--- config.mk ---
export PLATFORM = sky130hd
export DESIGN_NAME = spio_port
export DESIGN_NICKNAME = d
export VERILOG_FILES = /design/src/common/spio_pkg.sv /design/src/hw/spio_port.sv /design/src/hw/spio_sync.sv /design/src/hw/spio_clkgen.sv
export SDC_FILE = /design/constraint.sdc
export NUM_CORES = 1
export LEC_CHECK = 0
export BUFFER_PORTS_ARGS = -buffer_cell sky130_fd_sc_hd__clkbuf_2
export CAP_MARGIN = 40
export CORE_MARGIN = 2
export CORE_UTILIZATION = 55
export DETAILED_ROUTE_END_ITERATION = 16
export PLACE_DENSITY_LB_ADDON = 0.12
export SLEW_MARGIN = 40
export SYNTH_ARGS = -nofsm -noshare
export SYNTH_HDL_FRONTEND = slang
export SYNTH_HIERARCHICAL = 1
export SYNTH_SLANG_ARGS = --single-unit
--- constraint.sdc ---
create_clock -name pclk -period 3.69 [get_ports pclk]
set_clock_uncertainty 0.15 [all_clocks]
set_input_delay 0.1845 -clock pclk [delete_from_list [all_inputs] [get_ports pclk]]
set_output_delay 0.1845 -clock pclk [all_outputs]
set_load 0.02 [all_outputs]
--- src/common/spio_pkg.sv ---
// spio_pkg: register map, field positions, reset values and helpers
// for the serial pcm port; shared by every file of the port.
package spio_pkg;

    // apb register byte offsets
    localparam logic [7:0] SPIO_REG_CTRL = 8'h00;
    localparam logic [7:0] SPIO_REG_STATUS = 8'h04;
    localparam logic [7:0] SPIO_REG_TXDATA = 8'h08;
    localparam logic [7:0] SPIO_REG_RXDATA = 8'h0c;
    localparam logic [7:0] SPIO_REG_IRQ_STAT = 8'h10;
    localparam logic [7:0] SPIO_REG_IRQ_MASK = 8'h14;
    localparam logic [7:0] SPIO_REG_CLKDIV = 8'h18;

    // serial control register fields
    localparam int SPIO_CTRL_MSB_FIRST = 0;
    localparam int SPIO_CTRL_IN_LOAD_ACT = 1;
    localparam int SPIO_CTRL_OUT_LOAD_ACT = 2;
    localparam int SPIO_CTRL_IN_CLK_ACT = 3;
    localparam int SPIO_CTRL_OUT_CLK_ACT = 4;
    localparam int SPIO_CTRL_LEN_LSB = 8;
    localparam int SPIO_CTRL_LEN_W = 4;
    localparam logic [11:0] SPIO_CTRL_RESET = 12'h000;

    // status register bits
    localparam int SPIO_ST_TXE = 0;
    localparam int SPIO_ST_RXF = 1;
    localparam int SPIO_ST_TX_PEND = 2;
    localparam int SPIO_ST_RX_BUSY = 3;
    localparam int SPIO_ST_TX_BUSY = 4;

    // interrupt status and mask bits
    localparam int SPIO_IRQ_W = 4;
    localparam int SPIO_IRQ_TX_DONE = 0;
    localparam int SPIO_IRQ_RX_FULL = 1;
    localparam int SPIO_IRQ_RX_OVERRUN = 2;
    localparam int SPIO_IRQ_TX_UNDERRUN = 3;

    // word length and active bit clock half period in pclk cycles
    localparam logic [4:0] SPIO_WORD_LEN_MAX = 5'd16;
    localparam logic [15:0] SPIO_CLKDIV_RESET = 16'h0008;
    localparam int SPIO_SYNC_STAGES = 2;

    // position of serial bit number cnt within a word of len bits
    function automatic logic [3:0] spio_bit_pos(input logic msb_first,
                                                input logic [4:0] cnt,
                                                input logic [4:0] len);
        logic [4:0] pos;
        pos = msb_first ? 5'(len - 5'd1 - cnt) : cnt;
        return pos[3:0];
    endfunction : spio_bit_pos

endpackage : spio_pkg

--- src/hw/spio_port.sv ---
// spio_port: serial pcm input/output port with apb register access.
// assumes pins arrive unsynchronised; the link clocks are sampled by pclk
// and must run well below pclk/4.
//
// The placing of the registers and the APB register port were chosen for this implementation.
`timescale 1ns/1ps
module spio_port #(
    parameter int DATA_W = 16
) (
    // apb slave
    input wire logic pclk,
    input wire logic presetn,
    input wire logic psel,
    input wire logic penable,
    input wire logic pwrite,
    input wire logic [7:0] paddr,
    input wire logic [31:0] pwdata,
    output logic [31:0] prdata,
    output logic pready,
    output logic pslverr,
    // interrupt
    output logic irq,
    // core-side flags
    output logic out_shift_empty_flag,
    output logic in_buffer_full_flag,
    // serial data
    input wire logic serial_data_in,
    output logic serial_data_out,
    output logic serial_data_out_oe,
    input wire logic out_drive_enable_low,
    // input bit clock and load strobe
    input wire logic in_bit_clock_i,
    output logic in_bit_clock_o,
    output logic in_bit_clock_oe,
    input wire logic in_word_load_strobe_i,
    output logic in_word_load_strobe_o,
    output logic in_word_load_strobe_oe,
    // output bit clock and load strobe
    input wire logic out_bit_clock_i,
    output logic out_bit_clock_o,
    output logic out_bit_clock_oe,
    input wire logic out_word_load_strobe_i,
    output logic out_word_load_strobe_o,
    output logic out_word_load_strobe_oe
);
    import spio_pkg::*;

    if (DATA_W < 1 || DATA_W > 16) begin : g_bad_width
        $error("spio_port: DATA_W must be 1 to 16");
    end

    // synchronised pins
    logic din_s;
    logic ibc_s;
    logic iws_s;
    logic obc_s;
    logic ows_s;
    logic dren_n_s;
    logic iws_act_s;
    logic ows_act_s;

    // strobes pass inverted so the zero reset of the flops reads as idle high
    spio_sync #(
        .WIDTH(6)
    ) u_sync (
        .pclk(pclk),
        .presetn(presetn),
        .async_i({serial_data_in, in_bit_clock_i, ~in_word_load_strobe_i,
                  out_bit_clock_i, ~out_word_load_strobe_i, out_drive_enable_low}),
        .sync_o({din_s, ibc_s, iws_act_s, obc_s, ows_act_s, dren_n_s})
    );

    assign iws_s = ~iws_act_s;
    assign ows_s = ~ows_act_s;

    // registers
    logic [11:0] ctrl_q;
    logic [15:0] clkdiv_q;
    logic [SPIO_IRQ_W-1:0] irq_stat_q;
    logic [SPIO_IRQ_W-1:0] irq_mask_q;
    logic [15:0] obuf_q;
    logic tx_pend_q;
    logic [15:0] ibuf_q;
    logic txe_q;
    logic rxf_q;

    logic msb_first;
    logic [4:0] word_len;
    logic [4:0] len_req;

    assign msb_first = ctrl_q[SPIO_CTRL_MSB_FIRST];
    assign len_req = 5'(SPIO_WORD_LEN_MAX -
                        {1'b0, ctrl_q[SPIO_CTRL_LEN_LSB +: SPIO_CTRL_LEN_W]});
    // field zero gives 16 bit words, never longer than the data path
    assign word_len = (len_req > 5'(DATA_W)) ? 5'(DATA_W) : len_req;

    // apb decode
    logic acc;
    logic wr;
    logic rd;
    logic mapped;

    assign acc = psel & penable;
    assign wr = acc & pwrite & mapped;
    assign rd = acc & ~pwrite & mapped;
    assign pready = 1'b1;
    assign pslverr = acc & ~mapped;

    always_comb begin
        if (paddr == SPIO_REG_CTRL) begin
            mapped = 1'b1;
        end else if (paddr == SPIO_REG_STATUS) begin
            mapped = 1'b1;
        end else if (paddr == SPIO_REG_TXDATA) begin
            mapped = 1'b1;
        end else if (paddr == SPIO_REG_RXDATA) begin
            mapped = 1'b1;
        end else if (paddr == SPIO_REG_IRQ_STAT) begin
            mapped = 1'b1;
        end else if (paddr == SPIO_REG_IRQ_MASK) begin
            mapped = 1'b1;
        end else if (paddr == SPIO_REG_CLKDIV) begin
            mapped = 1'b1;
        end else begin
            mapped = 1'b0;
        end
    end

    logic wr_txdata;
    logic rd_rxdata;
    assign wr_txdata = wr & (paddr == SPIO_REG_TXDATA);
    assign rd_rxdata = rd & (paddr == SPIO_REG_RXDATA);

    // control, divider and mask
    always_ff @(posedge pclk or negedge presetn) begin
        if (!presetn) begin
            ctrl_q <= SPIO_CTRL_RESET;
            clkdiv_q <= SPIO_CLKDIV_RESET;
            irq_mask_q <= '0;
        end else if (wr) begin
            if (paddr == SPIO_REG_CTRL) begin
                ctrl_q <= pwdata[11:0];
            end else if (paddr == SPIO_REG_CLKDIV) begin
                clkdiv_q <= pwdata[15:0];
            end else if (paddr == SPIO_REG_IRQ_MASK) begin
                irq_mask_q <= pwdata[SPIO_IRQ_W-1:0];
            end
        end
    end

    // active-mode generators
    logic gen_ibc;
    logic gen_iws_n;
    logic gen_obc;
    logic gen_ows_n;

    spio_clkgen u_in_gen (
        .pclk(pclk),
        .presetn(presetn),
        .run(ctrl_q[SPIO_CTRL_IN_CLK_ACT]),
        .half_div(clkdiv_q),
        .len(word_len),
        .bit_clk_o(gen_ibc),
        .load_n_o(gen_iws_n)
    );

    spio_clkgen u_out_gen (
        .pclk(pclk),
        .presetn(presetn),
        .run(ctrl_q[SPIO_CTRL_OUT_CLK_ACT]),
        .half_div(clkdiv_q),
        .len(word_len),
        .bit_clk_o(gen_obc),
        .load_n_o(gen_ows_n)
    );

    // pin directions: drive only in active mode
    assign in_bit_clock_o = gen_ibc;
    assign in_bit_clock_oe = ctrl_q[SPIO_CTRL_IN_CLK_ACT];
    assign in_word_load_strobe_o = gen_iws_n;
    assign in_word_load_strobe_oe = ctrl_q[SPIO_CTRL_IN_LOAD_ACT];
    assign out_bit_clock_o = gen_obc;
    assign out_bit_clock_oe = ctrl_q[SPIO_CTRL_OUT_CLK_ACT];
    assign out_word_load_strobe_o = gen_ows_n;
    assign out_word_load_strobe_oe = ctrl_q[SPIO_CTRL_OUT_LOAD_ACT];

    // effective link levels and their edges
    logic ibc_lvl;
    logic iws_lvl;
    logic obc_lvl;
    logic ows_lvl;
    logic ibc_prev_q;
    logic iws_prev_q;
    logic obc_prev_q;
    logic ows_prev_q;

    assign ibc_lvl = ctrl_q[SPIO_CTRL_IN_CLK_ACT] ? gen_ibc : ibc_s;
    assign iws_lvl = ctrl_q[SPIO_CTRL_IN_LOAD_ACT] ? gen_iws_n : iws_s;
    assign obc_lvl = ctrl_q[SPIO_CTRL_OUT_CLK_ACT] ? gen_obc : obc_s;
    assign ows_lvl = ctrl_q[SPIO_CTRL_OUT_LOAD_ACT] ? gen_ows_n : ows_s;

    always_ff @(posedge pclk or negedge presetn) begin
        if (!presetn) begin
            ibc_prev_q <= 1'b0;
            iws_prev_q <= 1'b1;
            obc_prev_q <= 1'b0;
            ows_prev_q <= 1'b1;
        end else begin
            ibc_prev_q <= ibc_lvl;
            iws_prev_q <= iws_lvl;
            obc_prev_q <= obc_lvl;
            ows_prev_q <= ows_lvl;
        end
    end

    logic ibc_rise;
    logic iws_fall;
    logic obc_rise;
    logic ows_fall;
    assign ibc_rise = ibc_lvl & ~ibc_prev_q;
    assign iws_fall = ~iws_lvl & iws_prev_q;
    assign obc_rise = obc_lvl & ~obc_prev_q;
    assign ows_fall = ~ows_lvl & ows_prev_q;

    // receiver
    logic rx_busy_q;
    logic [4:0] rx_cnt_q;
    logic [15:0] rx_sr_q;
    logic [15:0] rx_word;
    logic rx_done;

    always_comb begin
        rx_word = rx_sr_q;
        rx_word[spio_bit_pos(msb_first, rx_cnt_q, word_len)] = din_s;
    end

    assign rx_done = rx_busy_q & ibc_rise & (rx_cnt_q + 5'd1 >= word_len);

    always_ff @(posedge pclk or negedge presetn) begin
        if (!presetn) begin
            rx_busy_q <= 1'b0;
            rx_cnt_q <= 5'd0;
            rx_sr_q <= 16'h0000;
        end else if (iws_fall) begin
            rx_busy_q <= 1'b1;
            rx_cnt_q <= 5'd0;
            rx_sr_q <= 16'h0000;
        end else if (rx_busy_q && ibc_rise) begin
            rx_sr_q <= rx_word;
            rx_cnt_q <= 5'(rx_cnt_q + 5'd1);
            if (rx_done) begin
                rx_busy_q <= 1'b0;
            end
        end
    end

    always_ff @(posedge pclk or negedge presetn) begin
        if (!presetn) begin
            ibuf_q <= 16'h0000;
        end else if (rx_done) begin
            ibuf_q <= rx_word;
        end
    end

    always_ff @(posedge pclk or negedge presetn) begin
        if (!presetn) begin
            rxf_q <= 1'b0;
        end else if (rx_done) begin
            rxf_q <= 1'b1;
        end else if (rd_rxdata) begin
            rxf_q <= 1'b0;
        end
    end

    // transmitter
    logic tx_busy_q;
    logic [4:0] tx_cnt_q;
    logic [15:0] osr_q;
    logic dout_q;
    logic tx_start;
    logic tx_done;

    assign tx_start = ows_fall & tx_pend_q;
    assign tx_done = tx_busy_q & ~ows_fall & obc_rise & (tx_cnt_q >= word_len);

    always_ff @(posedge pclk or negedge presetn) begin
        if (!presetn) begin
            obuf_q <= 16'h0000;
            tx_pend_q <= 1'b0;
        end else if (wr_txdata) begin
            obuf_q <= pwdata[15:0];
            tx_pend_q <= 1'b1;
        end else if (tx_start) begin
            tx_pend_q <= 1'b0;
        end
    end

    always_ff @(posedge pclk or negedge presetn) begin
        if (!presetn) begin
            tx_busy_q <= 1'b0;
            tx_cnt_q <= 5'd0;
            osr_q <= 16'h0000;
            dout_q <= 1'b0;
        end else if (tx_start) begin
            osr_q <= obuf_q;
            tx_busy_q <= 1'b1;
            tx_cnt_q <= 5'd0;
        end else if (tx_busy_q && obc_rise) begin
            if (tx_done) begin
                tx_busy_q <= 1'b0;
            end else begin
                dout_q <= osr_q[spio_bit_pos(msb_first, tx_cnt_q, word_len)];
                tx_cnt_q <= 5'(tx_cnt_q + 5'd1);
            end
        end
    end

    always_ff @(posedge pclk or negedge presetn) begin
        if (!presetn) begin
            txe_q <= 1'b1;
        end else if (tx_done) begin
            txe_q <= 1'b1;
        end else if (wr_txdata) begin
            txe_q <= 1'b0;
        end
    end

    assign serial_data_out = dout_q;
    assign serial_data_out_oe = ~dren_n_s;
    assign out_shift_empty_flag = txe_q;
    assign in_buffer_full_flag = rxf_q;

    // interrupt status: set wins over write-one-to-clear
    logic [SPIO_IRQ_W-1:0] irq_set;
    logic [SPIO_IRQ_W-1:0] irq_clr;

    always_comb begin
        irq_set = '0;
        irq_set[SPIO_IRQ_TX_DONE] = tx_done;
        irq_set[SPIO_IRQ_RX_FULL] = rx_done;
        irq_set[SPIO_IRQ_RX_OVERRUN] = rx_done & rxf_q & ~rd_rxdata;
        irq_set[SPIO_IRQ_TX_UNDERRUN] = ows_fall & ~tx_pend_q;
        irq_clr = (wr && paddr == SPIO_REG_IRQ_STAT) ? pwdata[SPIO_IRQ_W-1:0] : '0;
    end

    always_ff @(posedge pclk or negedge presetn) begin
        if (!presetn) begin
            irq_stat_q <= '0;
        end else begin
            irq_stat_q <= (irq_stat_q & ~irq_clr) | irq_set;
        end
    end

    assign irq = |(irq_stat_q & irq_mask_q);

    // read data, registered in the setup cycle
    logic [31:0] rdata;

    always_comb begin
        rdata = 32'h0000_0000;
        if (paddr == SPIO_REG_CTRL) begin
            rdata[11:0] = ctrl_q;
        end else if (paddr == SPIO_REG_STATUS) begin
            rdata[SPIO_ST_TXE] = txe_q;
            rdata[SPIO_ST_RXF] = rxf_q;
            rdata[SPIO_ST_TX_PEND] = tx_pend_q;
            rdata[SPIO_ST_RX_BUSY] = rx_busy_q;
            rdata[SPIO_ST_TX_BUSY] = tx_busy_q;
        end else if (paddr == SPIO_REG_TXDATA) begin
            rdata[15:0] = obuf_q;
        end else if (paddr == SPIO_REG_RXDATA) begin
            rdata[15:0] = ibuf_q;
        end else if (paddr == SPIO_REG_IRQ_STAT) begin
            rdata[SPIO_IRQ_W-1:0] = irq_stat_q;
        end else if (paddr == SPIO_REG_IRQ_MASK) begin
            rdata[SPIO_IRQ_W-1:0] = irq_mask_q;
        end else if (paddr == SPIO_REG_CLKDIV) begin
            rdata[15:0] = clkdiv_q;
        end
    end

    always_ff @(posedge pclk or negedge presetn) begin
        if (!presetn) begin
            prdata <= 32'h0000_0000;
        end else if (psel && !penable) begin
            prdata <= rdata;
        end
    end

endmodule : spio_port

--- src/hw/spio_sync.sv ---
// spio_sync: two flip-flop synchroniser for a bundle of pins.
// assumes each bit is an independent level from outside the pclk domain.
`timescale 1ns/1ps
module spio_sync #(
    parameter int WIDTH = 1
) (
    // clock and reset
    input wire logic pclk,
    input wire logic presetn,
    // levels
    input wire logic [WIDTH-1:0] async_i,
    output logic [WIDTH-1:0] sync_o
);
    import spio_pkg::*;

    logic [WIDTH-1:0] meta_q;
    logic [WIDTH-1:0] sync_q;

    always_ff @(posedge pclk or negedge presetn) begin
        if (!presetn) begin
            meta_q <= '0;
            sync_q <= '0;
        end else begin
            meta_q <= async_i;
            sync_q <= meta_q;
        end
    end

    assign sync_o = sync_q;

endmodule : spio_sync

--- src/hw/spio_clkgen.sv ---
// spio_clkgen: active-mode bit clock and word load strobe generator.
// assumes half_div and len are quasi static while run is high.
`timescale 1ns/1ps
module spio_clkgen (
    // clock and reset
    input wire logic pclk,
    input wire logic presetn,
    // control
    input wire logic run,
    input wire logic [15:0] half_div,
    input wire logic [4:0] len,
    // generated link levels
    output logic bit_clk_o,
    output logic load_n_o
);
    import spio_pkg::*;

    logic [15:0] hcnt_q;
    logic [4:0] bcnt_q;
    logic clk_q;
    logic load_n_q;
    logic half_end;

    // a divider of zero behaves as one
    assign half_end = (hcnt_q + 16'd1 >= half_div);

    always_ff @(posedge pclk or negedge presetn) begin
        if (!presetn) begin
            hcnt_q <= 16'h0000;
            bcnt_q <= 5'd0;
            clk_q <= 1'b0;
            load_n_q <= 1'b1;
        end else if (!run) begin
            hcnt_q <= 16'h0000;
            bcnt_q <= 5'd0;
            clk_q <= 1'b0;
            load_n_q <= 1'b1;
        end else if (half_end) begin
            hcnt_q <= 16'h0000;
            clk_q <= ~clk_q;
            if (clk_q) begin
                // strobe falls at the falling clock edge before bit 0
                load_n_q <= (bcnt_q != 5'd0);
                bcnt_q <= (bcnt_q + 5'd1 >= len) ? 5'd0 : 5'(bcnt_q + 5'd1);
            end
        end else begin
            hcnt_q <= 16'(hcnt_q + 16'd1);
        end
    end

    assign bit_clk_o = clk_q;
    assign load_n_o = load_n_q;

endmodule : spio_clkgen

==> run_results.csv, run 1 <==
group,metric,value,unit
floorplan,initial_core_util,56.4,%
setup_path,slowest_delay,0.49,ns
sta,fmax,0.282,GHz
cts,cts_root_buf,"clkbuf_16",
setup_path,worstSetupPathType,"reg -> reg",
global_route,grt_pass1_wl,44100,um
yosys,avgSynthCellArea,10.1,um^2
cts,cts_num_sinks,194,
sta,setup_violations,0,
yosys,synth_top_family_by_area,"simple AND/OR/NAND/NOR gates",
cells_and_area,regArea,4860,um^2
setup_path,cp-startpoint,"u_in_gen/hcnt_q[2]$_DFF_PN0_",
sta,hold_violations,0,
cts,clockBufferDepth,2,
run,cap_violations,0,
sta,min_period,3.54,ns
yosys,synth_compound_area_share,12.0,%
yosys,yosysSeqAreaShare,44.2,%
yosys,synthDistinctLibCells,73,
cts,path_clk_slew,0.08,ns
placed_design,place.gp.congestion,0.862,
setup_path,crit_slowest_cell,"or4_4",
cells_and_area,final_cells,1474,
setup_path,path_max_fanout,6,
yosys,ys_seq_elements,194,
floorplan,row_count,51,
sta,slew_headroom,45.2,%
placed_design,port_buffers,64,
yosys,yosys-top-cells-area,"dfrtp_1 (43%), ha_1 (7.6%), mux2_2 (6.9%)",
setup_path,reg2reg_slack,0.15,ns
yosys,synth-xor-area-share,3.66,%
floorplan,dieHeight,145,um
floorplan,core-area,19500,um^2
floorplan,die-area,21200,um^2
cts,clock_latency,0.45,ns
floorplan,ioPinCount,98,
cells_and_area,drive_above_1_share,19.2,%
global_route,grt_util_all_layers,26.4,%
global_route,grt_max_degree,98,
setup_path,crit_arrival,3.76,ns
placed_design,place_inst,1418,
setup_path,path_buf_inv,1,
yosys,synth-edff-count,0,
power,ir_worst_vdd,0.340,mV
sta,holdWs,0.0713,ns
yosys,syn-instance-count,1094,
setup_path,r2r_cells,13,
route,drc_errors,0,
route,viasPerCell,5.70,
yosys,yosysWarningCount,6,
placed_design,dpl.hpwl,20000,um
power,powerDensity,410,nW/um^2
route,routed.top_layer,"met4",
cells_and_area,multi_input_area,5620,um^2
route,ant_nets,0,
cells_and_area,fin_nets,1316,
run_status,status,"finished, final reports clean",
route,wl_per_cell,18.6,um
route,wl_met2,12700,um
cells_and_area,fill_cells,1693,
route,routed_wl,27500,um
cts,cts_setup_buffers,0,
global_route,overflow,0,
yosys,synth_top_area_share,42.8,%
setup_path,end_kind,"flop",
power,p_leak,5.88,nW
setup_path,cp_cell_sequence,"and2_1 > and4_1 > nand4_1 > buf_4 > nor3_1 > xor2_1 > ha_1 > o21ai_0 > nor2_1 > or3_1 > or4_4 > o21ai_4 > mux2_4",
yosys,synth_flop_cell,"dfrtp_1",
yosys,yosys.area_share.adder,7.98,%
setup_path,r2r-end,"u_in_gen/load_n_o$_DFFE_PN1P_",
sta,maxSlewViolCount,0,
sta,min_period_over_period,96.0,%
setup_path,cp.required,3.91,ns
route,drt-met1-wl,12600,um
min_path,hp-class,"in -> async",
yosys,synthMuxAreaShare,11.4,%
setup_path,setup.worst_path.start_class,"flop",
global_route,antenna_found_initial,0,
cells_and_area,antenna_cells,0,
route,first_iter_violations,737,
route,wl_met3,1440,um
cts,cts-buffers-inserted,17,
setup_path,crit_family,"simple AND/OR/NAND/NOR gates",
yosys,synthArstFlopShare,100,%
cts,cts_max_level,4,
setup_path,reg2reg_from,"u_in_gen/hcnt_q[2]$_DFF_PN0_",
sta,worst_slew_pin_slew,0.822,ns
yosys,yosys.area_share.simple,15.0,%
yosys,synth_area_leader_cell,"dfrtp_1",
floorplan,die_w,145,um
cts,tritoncts,"done",
route,drt_first_pass_iters,7,
yosys,syn_area,11000,um^2
route,vias,8402,
cells_and_area,syn_to_final_growth,14.1,%
global_route,grt_pass1_vias,8169,
==> final cells by class <==
cell class / instances / share of cell area [%]
multi-input combinational: 776 / 44.8
sequential: 194 / 38.7
timing repair buffer: 122 / 6.67
clock buffer: 17 / 3.39
tap: 265 / 2.64
inverter: 85 / 2.54
clock inverter: 15 / 1.29
==> registers in the layout, summed over array words and instances, names as in the netlist, 5 cells and up <==
signal / count
clkdiv_q: 16
ibuf_q: 16
obuf_q: 16
osr_q: 16
prdata: 16
rx_sr_q: 16
u_in_gen/hcnt_q: 16
u_out_gen/hcnt_q: 16
ctrl_q: 12
u_sync/meta_q: 6
u_sync/sync_o: 6
rx_cnt_q: 5
tx_cnt_q: 5
u_in_gen/bcnt_q: 5
u_out_gen/bcnt_q: 5
==> metrics by stage <==
step	worst slack, ns	total power, mW	util, %	cell area (um^2)	TNS, ns
detailed placement	0.0867	3.31	59.9	11700	0
global route	-0.0421	5.38	64.3	12600	-0.0472
finish	0.148	5.15	64.3	12600	0
global placement	0.119	3.29	59.9	11700	0
CTS	0.0685	5.17	64.1	12500	0
floorplan	0.237	2.99	-	11100	0
==> placed cells by master (no fill, tap or decap), types with 12 or more instances in the layout <==
cell type / n
dlygate4sd3_1: 24
a31oi_1: 20
a21oi_1: 45
nor3_1: 16
clkbuf_16: 17
a21o_1: 15
o21ai_0: 44
nor2b_1: 35
nand4_1: 12
conb_1: 17
xor2_1: 17
inv_1: 84
nand2_1: 115
clkbuf_2: 63
nand3_1: 35
buf_4: 33
nor2_1: 76
ha_1: 67
mux2i_1: 32
dfrtp_1: 188
xnor2_1: 29
mux2_2: 67
==> logic make-up (layout without fill, tap and decap cells) <==
kind of cell	Yosys count	in the layout
other	2	17
flip-flops	194	194
multiplexers	110	110
adder cells (fa/ha/maj)	69	69
AND/OR/NAND/NOR	341	341
XOR/XNOR	46	46
buffers and inverters	139	239
AO/OA/AOI/OAI	193	193
==> how the worst max path moves through the flow <==
stage	to	slack (ns)	cells past startpoint
3_5_place_dp	u_out_gen/load_n_o$_DFFE_PN1P_	0.09	13
5_1_grt	u_in_gen/load_n_o$_DFFE_PN1P_	-0.04	12
3_3_place_gp	u_in_gen/load_n_o$_DFFE_PN1P_	0.12	12
6_report	u_in_gen/load_n_o$_DFFE_PN1P_	0.15	13
4_1_cts	u_out_gen/load_n_o$_DFFE_PN1P_	0.07	13
2_1_floorplan	ibuf_q[4]$_DFFE_PN0P_	0.24	13
==> metal layers <==
metal	global-route usage, %	vias to the layer above
li1	-	3995
met1	37.4	4113
met2	41.6	252
met3	4.36	42
met4	9.22	0
met5	0	-
==> cells in the mapped netlist (19+ instances only) <==
cell / n
o21ai_0: 44
nand3_1: 35
nor2b_1: 35
xnor2_1: 29
nor2_1: 76
mux2_2: 67
buf_4: 19
nand2_1: 115
a21oi_1: 45
inv_1: 84
a31oi_1: 20
clkbuf_1: 23
mux2i_1: 32
dfrtp_1: 188
ha_1: 67
==> worst reg2reg max path, stage by stage (launching register included) <==
cell and delay (ns):
dfrtp_1 0.37, and2_1 0.19, and4_1 0.25, nand4_1 0.17, buf_4 0.19, nor3_1 0.23
xor2_1 0.23, ha_1 0.28, o21ai_0 0.08, nor2_1 0.05, or3_1 0.31, or4_4 0.49
o21ai_4 0.15, mux2_4 0.33
==> repair_timing <==
| item | 4_1_cts | 5_1_grt |
|---|---|---|
| hold endpoints to repair | 103 | 0 |
| endpoints found under the setup margin | 0 | 57 |
| hold buffers | 24 | 0 |
| gates resized for setup | 0 | 5 |
==> power by group <==
part / internal (mW) / total [mW] / switching, mW / leakage [nW]
clock: 0.909 / 1.85 / 0.941 / 0.281
combinational: 0.362 / 0.831 / 0.468 / 3.00
sequential: 2.28 / 2.47 / 0.192 / 2.60
No activity file was read; power rests on OpenSTA's default activity.
==> run 2: changes to the inputs <==
==> constraint.sdc (replaced) <==
create_clock -name pclk -period 3.12 [get_ports pclk]
set_clock_uncertainty 0.15 [all_clocks]
set_input_delay 0.156 -clock pclk [delete_from_list [all_inputs] [get_ports pclk]]
set_output_delay 0.156 -clock pclk [all_outputs]
set_load 0.02 [all_outputs]
==> run 2 against run 1 <==
The flow now finishes with violations (negative setup slack). Total power increased by 24%. Clock power is 24% higher. Die area unchanged. Critical path depth unchanged. Worst setup slack got worse by 0.30 ns. Final area up 9.4%. Sequential share of layout area decreased by 3.3 points. Critical path type unchanged. Highest routed layer unchanged.
==> run_results.csv, run 2 (synthesized netlist as in run 1, its figures left out) <==
group,metric,value,unit
placed_design,dpl.hpwl,20600,um
run_status,status,"complete, but fails checks",
route,routed.top_layer,"met4",
floorplan,initial_core_util,56.4,%
cts,cts-buffers-inserted,17,
global_route,grt_pass1_wl,46000,um
sta,rsz0062_at_grt,"true",
sta,setup_violations,51,
floorplan,row_count,51,
setup_path,worstSetupPathType,"reg -> reg",
route,ant_nets,0,
route,viasPerCell,5.64,
sta,min_period,3.27,ns
global_route,grt_pass1_vias,8640,
floorplan,die-area,21200,um^2
route,wl_met2,13500,um
route,wl_met3,1770,um
cells_and_area,final_cell_mix,"dfrtp_1 (187), nand2_1 (94), buf_4 (93)",
global_route,grt_util_all_layers,27.4,%
sta,setup_tns,-2.71,ns
sta,slew_headroom,47.1,%
placed_design,port_buffers,64,
run_status,violations,"negative setup slack",
sta,worst_slack,-0.154,ns
setup_path,crit_family,"simple AND/OR/NAND/NOR gates",
floorplan,core-area,19500,um^2
setup_path,path_buf_inv,1,
cells_and_area,syn_to_final_growth,24.8,%
global_route,overflow,0,
floorplan,die_w,145,um
sta,fmax,0.305,GHz
sta,min_period_over_period,105,%
sta,maxSlewViolCount,0,
floorplan,dieHeight,145,um
power,powerDensity,464,nW/um^2
cts,cts_root_buf,"clkbuf_16",
route,wl_per_cell,18.5,um
sta,worst_slew_pin_slew,0.792,ns
run,cap_violations,0,
cts,path_clk_slew,0.08,ns
cts,clock_latency,0.44,ns
cells_and_area,drive_above_1_share,29.7,%
cts,clockBufferDepth,2,
cts,tritoncts,"done",
setup_path,crit_arrival,3.47,ns
cells_and_area,fin_nets,1397,
route,drc_errors,0,
power,p_leak,6.45,nW
setup_path,cp_cell_sequence,"and2_4 > and4_4 > nand4_1 > nor3_2 > xnor2_1 > ha_1 > a211oi_2 > nor2_1 > or3_1 > or4_4 > o21ai_4 > buf_4 > mux2i_1",
route,routed_wl,28800,um
cells_and_area,final_common_cell,"dfrtp_1",
route,drt-met1-wl,13000,um
power,ir_worst_vdd,0.337,mV
floorplan,ioPinCount,98,
cells_and_area,fill_cells,1457,
global_route,grt_max_degree,75,
cts,cts_num_sinks,194,
global_route,antenna_found_initial,0,
cells_and_area,final_core_util,70.3,%
setup_path,end_kind,"flop",
min_path,hp-class,"in -> reg",
setup_path,cp.required,3.32,ns
setup_path,slowest_delay,0.48,ns
setup_path,crit_slowest_cell,"or4_4",
route,drt_first_pass_iters,5,
route,first_iter_violations,650,
placed_design,place.gp.congestion,0.904,
sta,hold_violations,0,
setup_path,path_max_fanout,4,
setup_path,setup.worst_path.start_class,"flop",
route,vias,8769,
cts,cts_max_level,4,
cells_and_area,antenna_cells,0,
run 2: cell types whose count changed in the layout (fill, tap and decap cells not counted), moves of 9 or more:
cell / delta
buf_4: +60
buf_6: +12
nand2_2: +12
nand3_1: -11
nand2_4: +9
o21ai_0: -13
nand2_1: -21
run 2: worst paths after layout:
check / start / end / slack, ns / cells after the start
min: penable / irq_stat_q[2]$_DFF_PN0_ / 0.10 / 4
max in group asynchronous: presetn / iws_prev_q$_DFF_PN1_ / 1.87 / 3
max reg2reg: u_in_gen/hcnt_q[3]$_DFF_PN0_ / u_in_gen/bcnt_q[1]$_DFFE_PN0P_ / -0.15 / 13
max: u_in_gen/hcnt_q[3]$_DFF_PN0_ / u_in_gen/bcnt_q[1]$_DFFE_PN0P_ / -0.15 / 13
min in group asynchronous: presetn / prdata[14]$_DFFE_PN0P_ / 0.14 / 2
min reg2reg: u_sync/meta_q[2]$_DFF_PN0_ / u_sync/sync_o[2]$_DFF_PN0_ / 0.21 / 0
run 2: worst register-to-register path, stage by stage (launching register included):
cell and delay, ns:
dfrtp_1 0.36, and2_4 0.16, and4_4 0.22, nand4_1 0.15, nor3_2 0.16, xnor2_1 0.16
ha_1 0.29, a211oi_2 0.23, nor2_1 0.06, or3_1 0.30, or4_4 0.48, o21ai_4 0.12
buf_4 0.16, mux2i_1 0.18
run 2: repair_timing:
| action | in CTS | in global routing |
|---|---|---|
| pin swaps | 17 | 37 |
| hold buffers | 27 | 0 |
| endpoints found under the hold margin | 132 | 0 |
| cloned | 1 | 1 |
| setup endpoints to repair | 79 | 84 |
| buffers inserted | 18 | 3 |
| resized for setup | 26 | 85 |
run 2: layout make-up:
class                   count  area [um^2]  share of cell area [%]
clock buffers              17          425                    3.10
clock inverters            15          198                    1.44
inverters                  85          322                    2.34
multi-input cells         777         6050                    44.0
flip-flops and latches    194         4860                    35.4
well taps                 265          332                    2.41
repair buffers            202         1550                    11.3
run 2: power breakdown:
part	internal [mW]	switching [mW]
combinational	0.532	0.653
sequential	2.69	0.207
clock	1.17	1.12
run 2: stage by stage:
| step | setup slack (ns) | total power, mW | hold WS, ns | instances | cell area (um^2) |
|---|---|---|---|---|---|
| 2_1_floorplan | -0.0543 | 3.55 | -0.290 | 1109 | 11100 |
| 3_3_place_gp | -0.168 | 3.95 | 0.0642 | 1476 | 12200 |
| 3_5_place_dp | -0.276 | 3.97 | 0.0651 | 1476 | 12200 |
| 4_1_cts | -0.154 | 6.35 | 0.0692 | 1553 | 13400 |
| 5_1_grt | -0.374 | 6.66 | 0.124 | 1555 | 13700 |
| 6_report | -0.154 | 6.38 | 0.103 | 1555 | 13700 |
run 2: layer usage:
layer	global-route usage, %	vias up
met3	5.33	37
met2	43.0	292
li1	-	4155
met5	0	-
met4	7.30	0
met1	39.3	4285
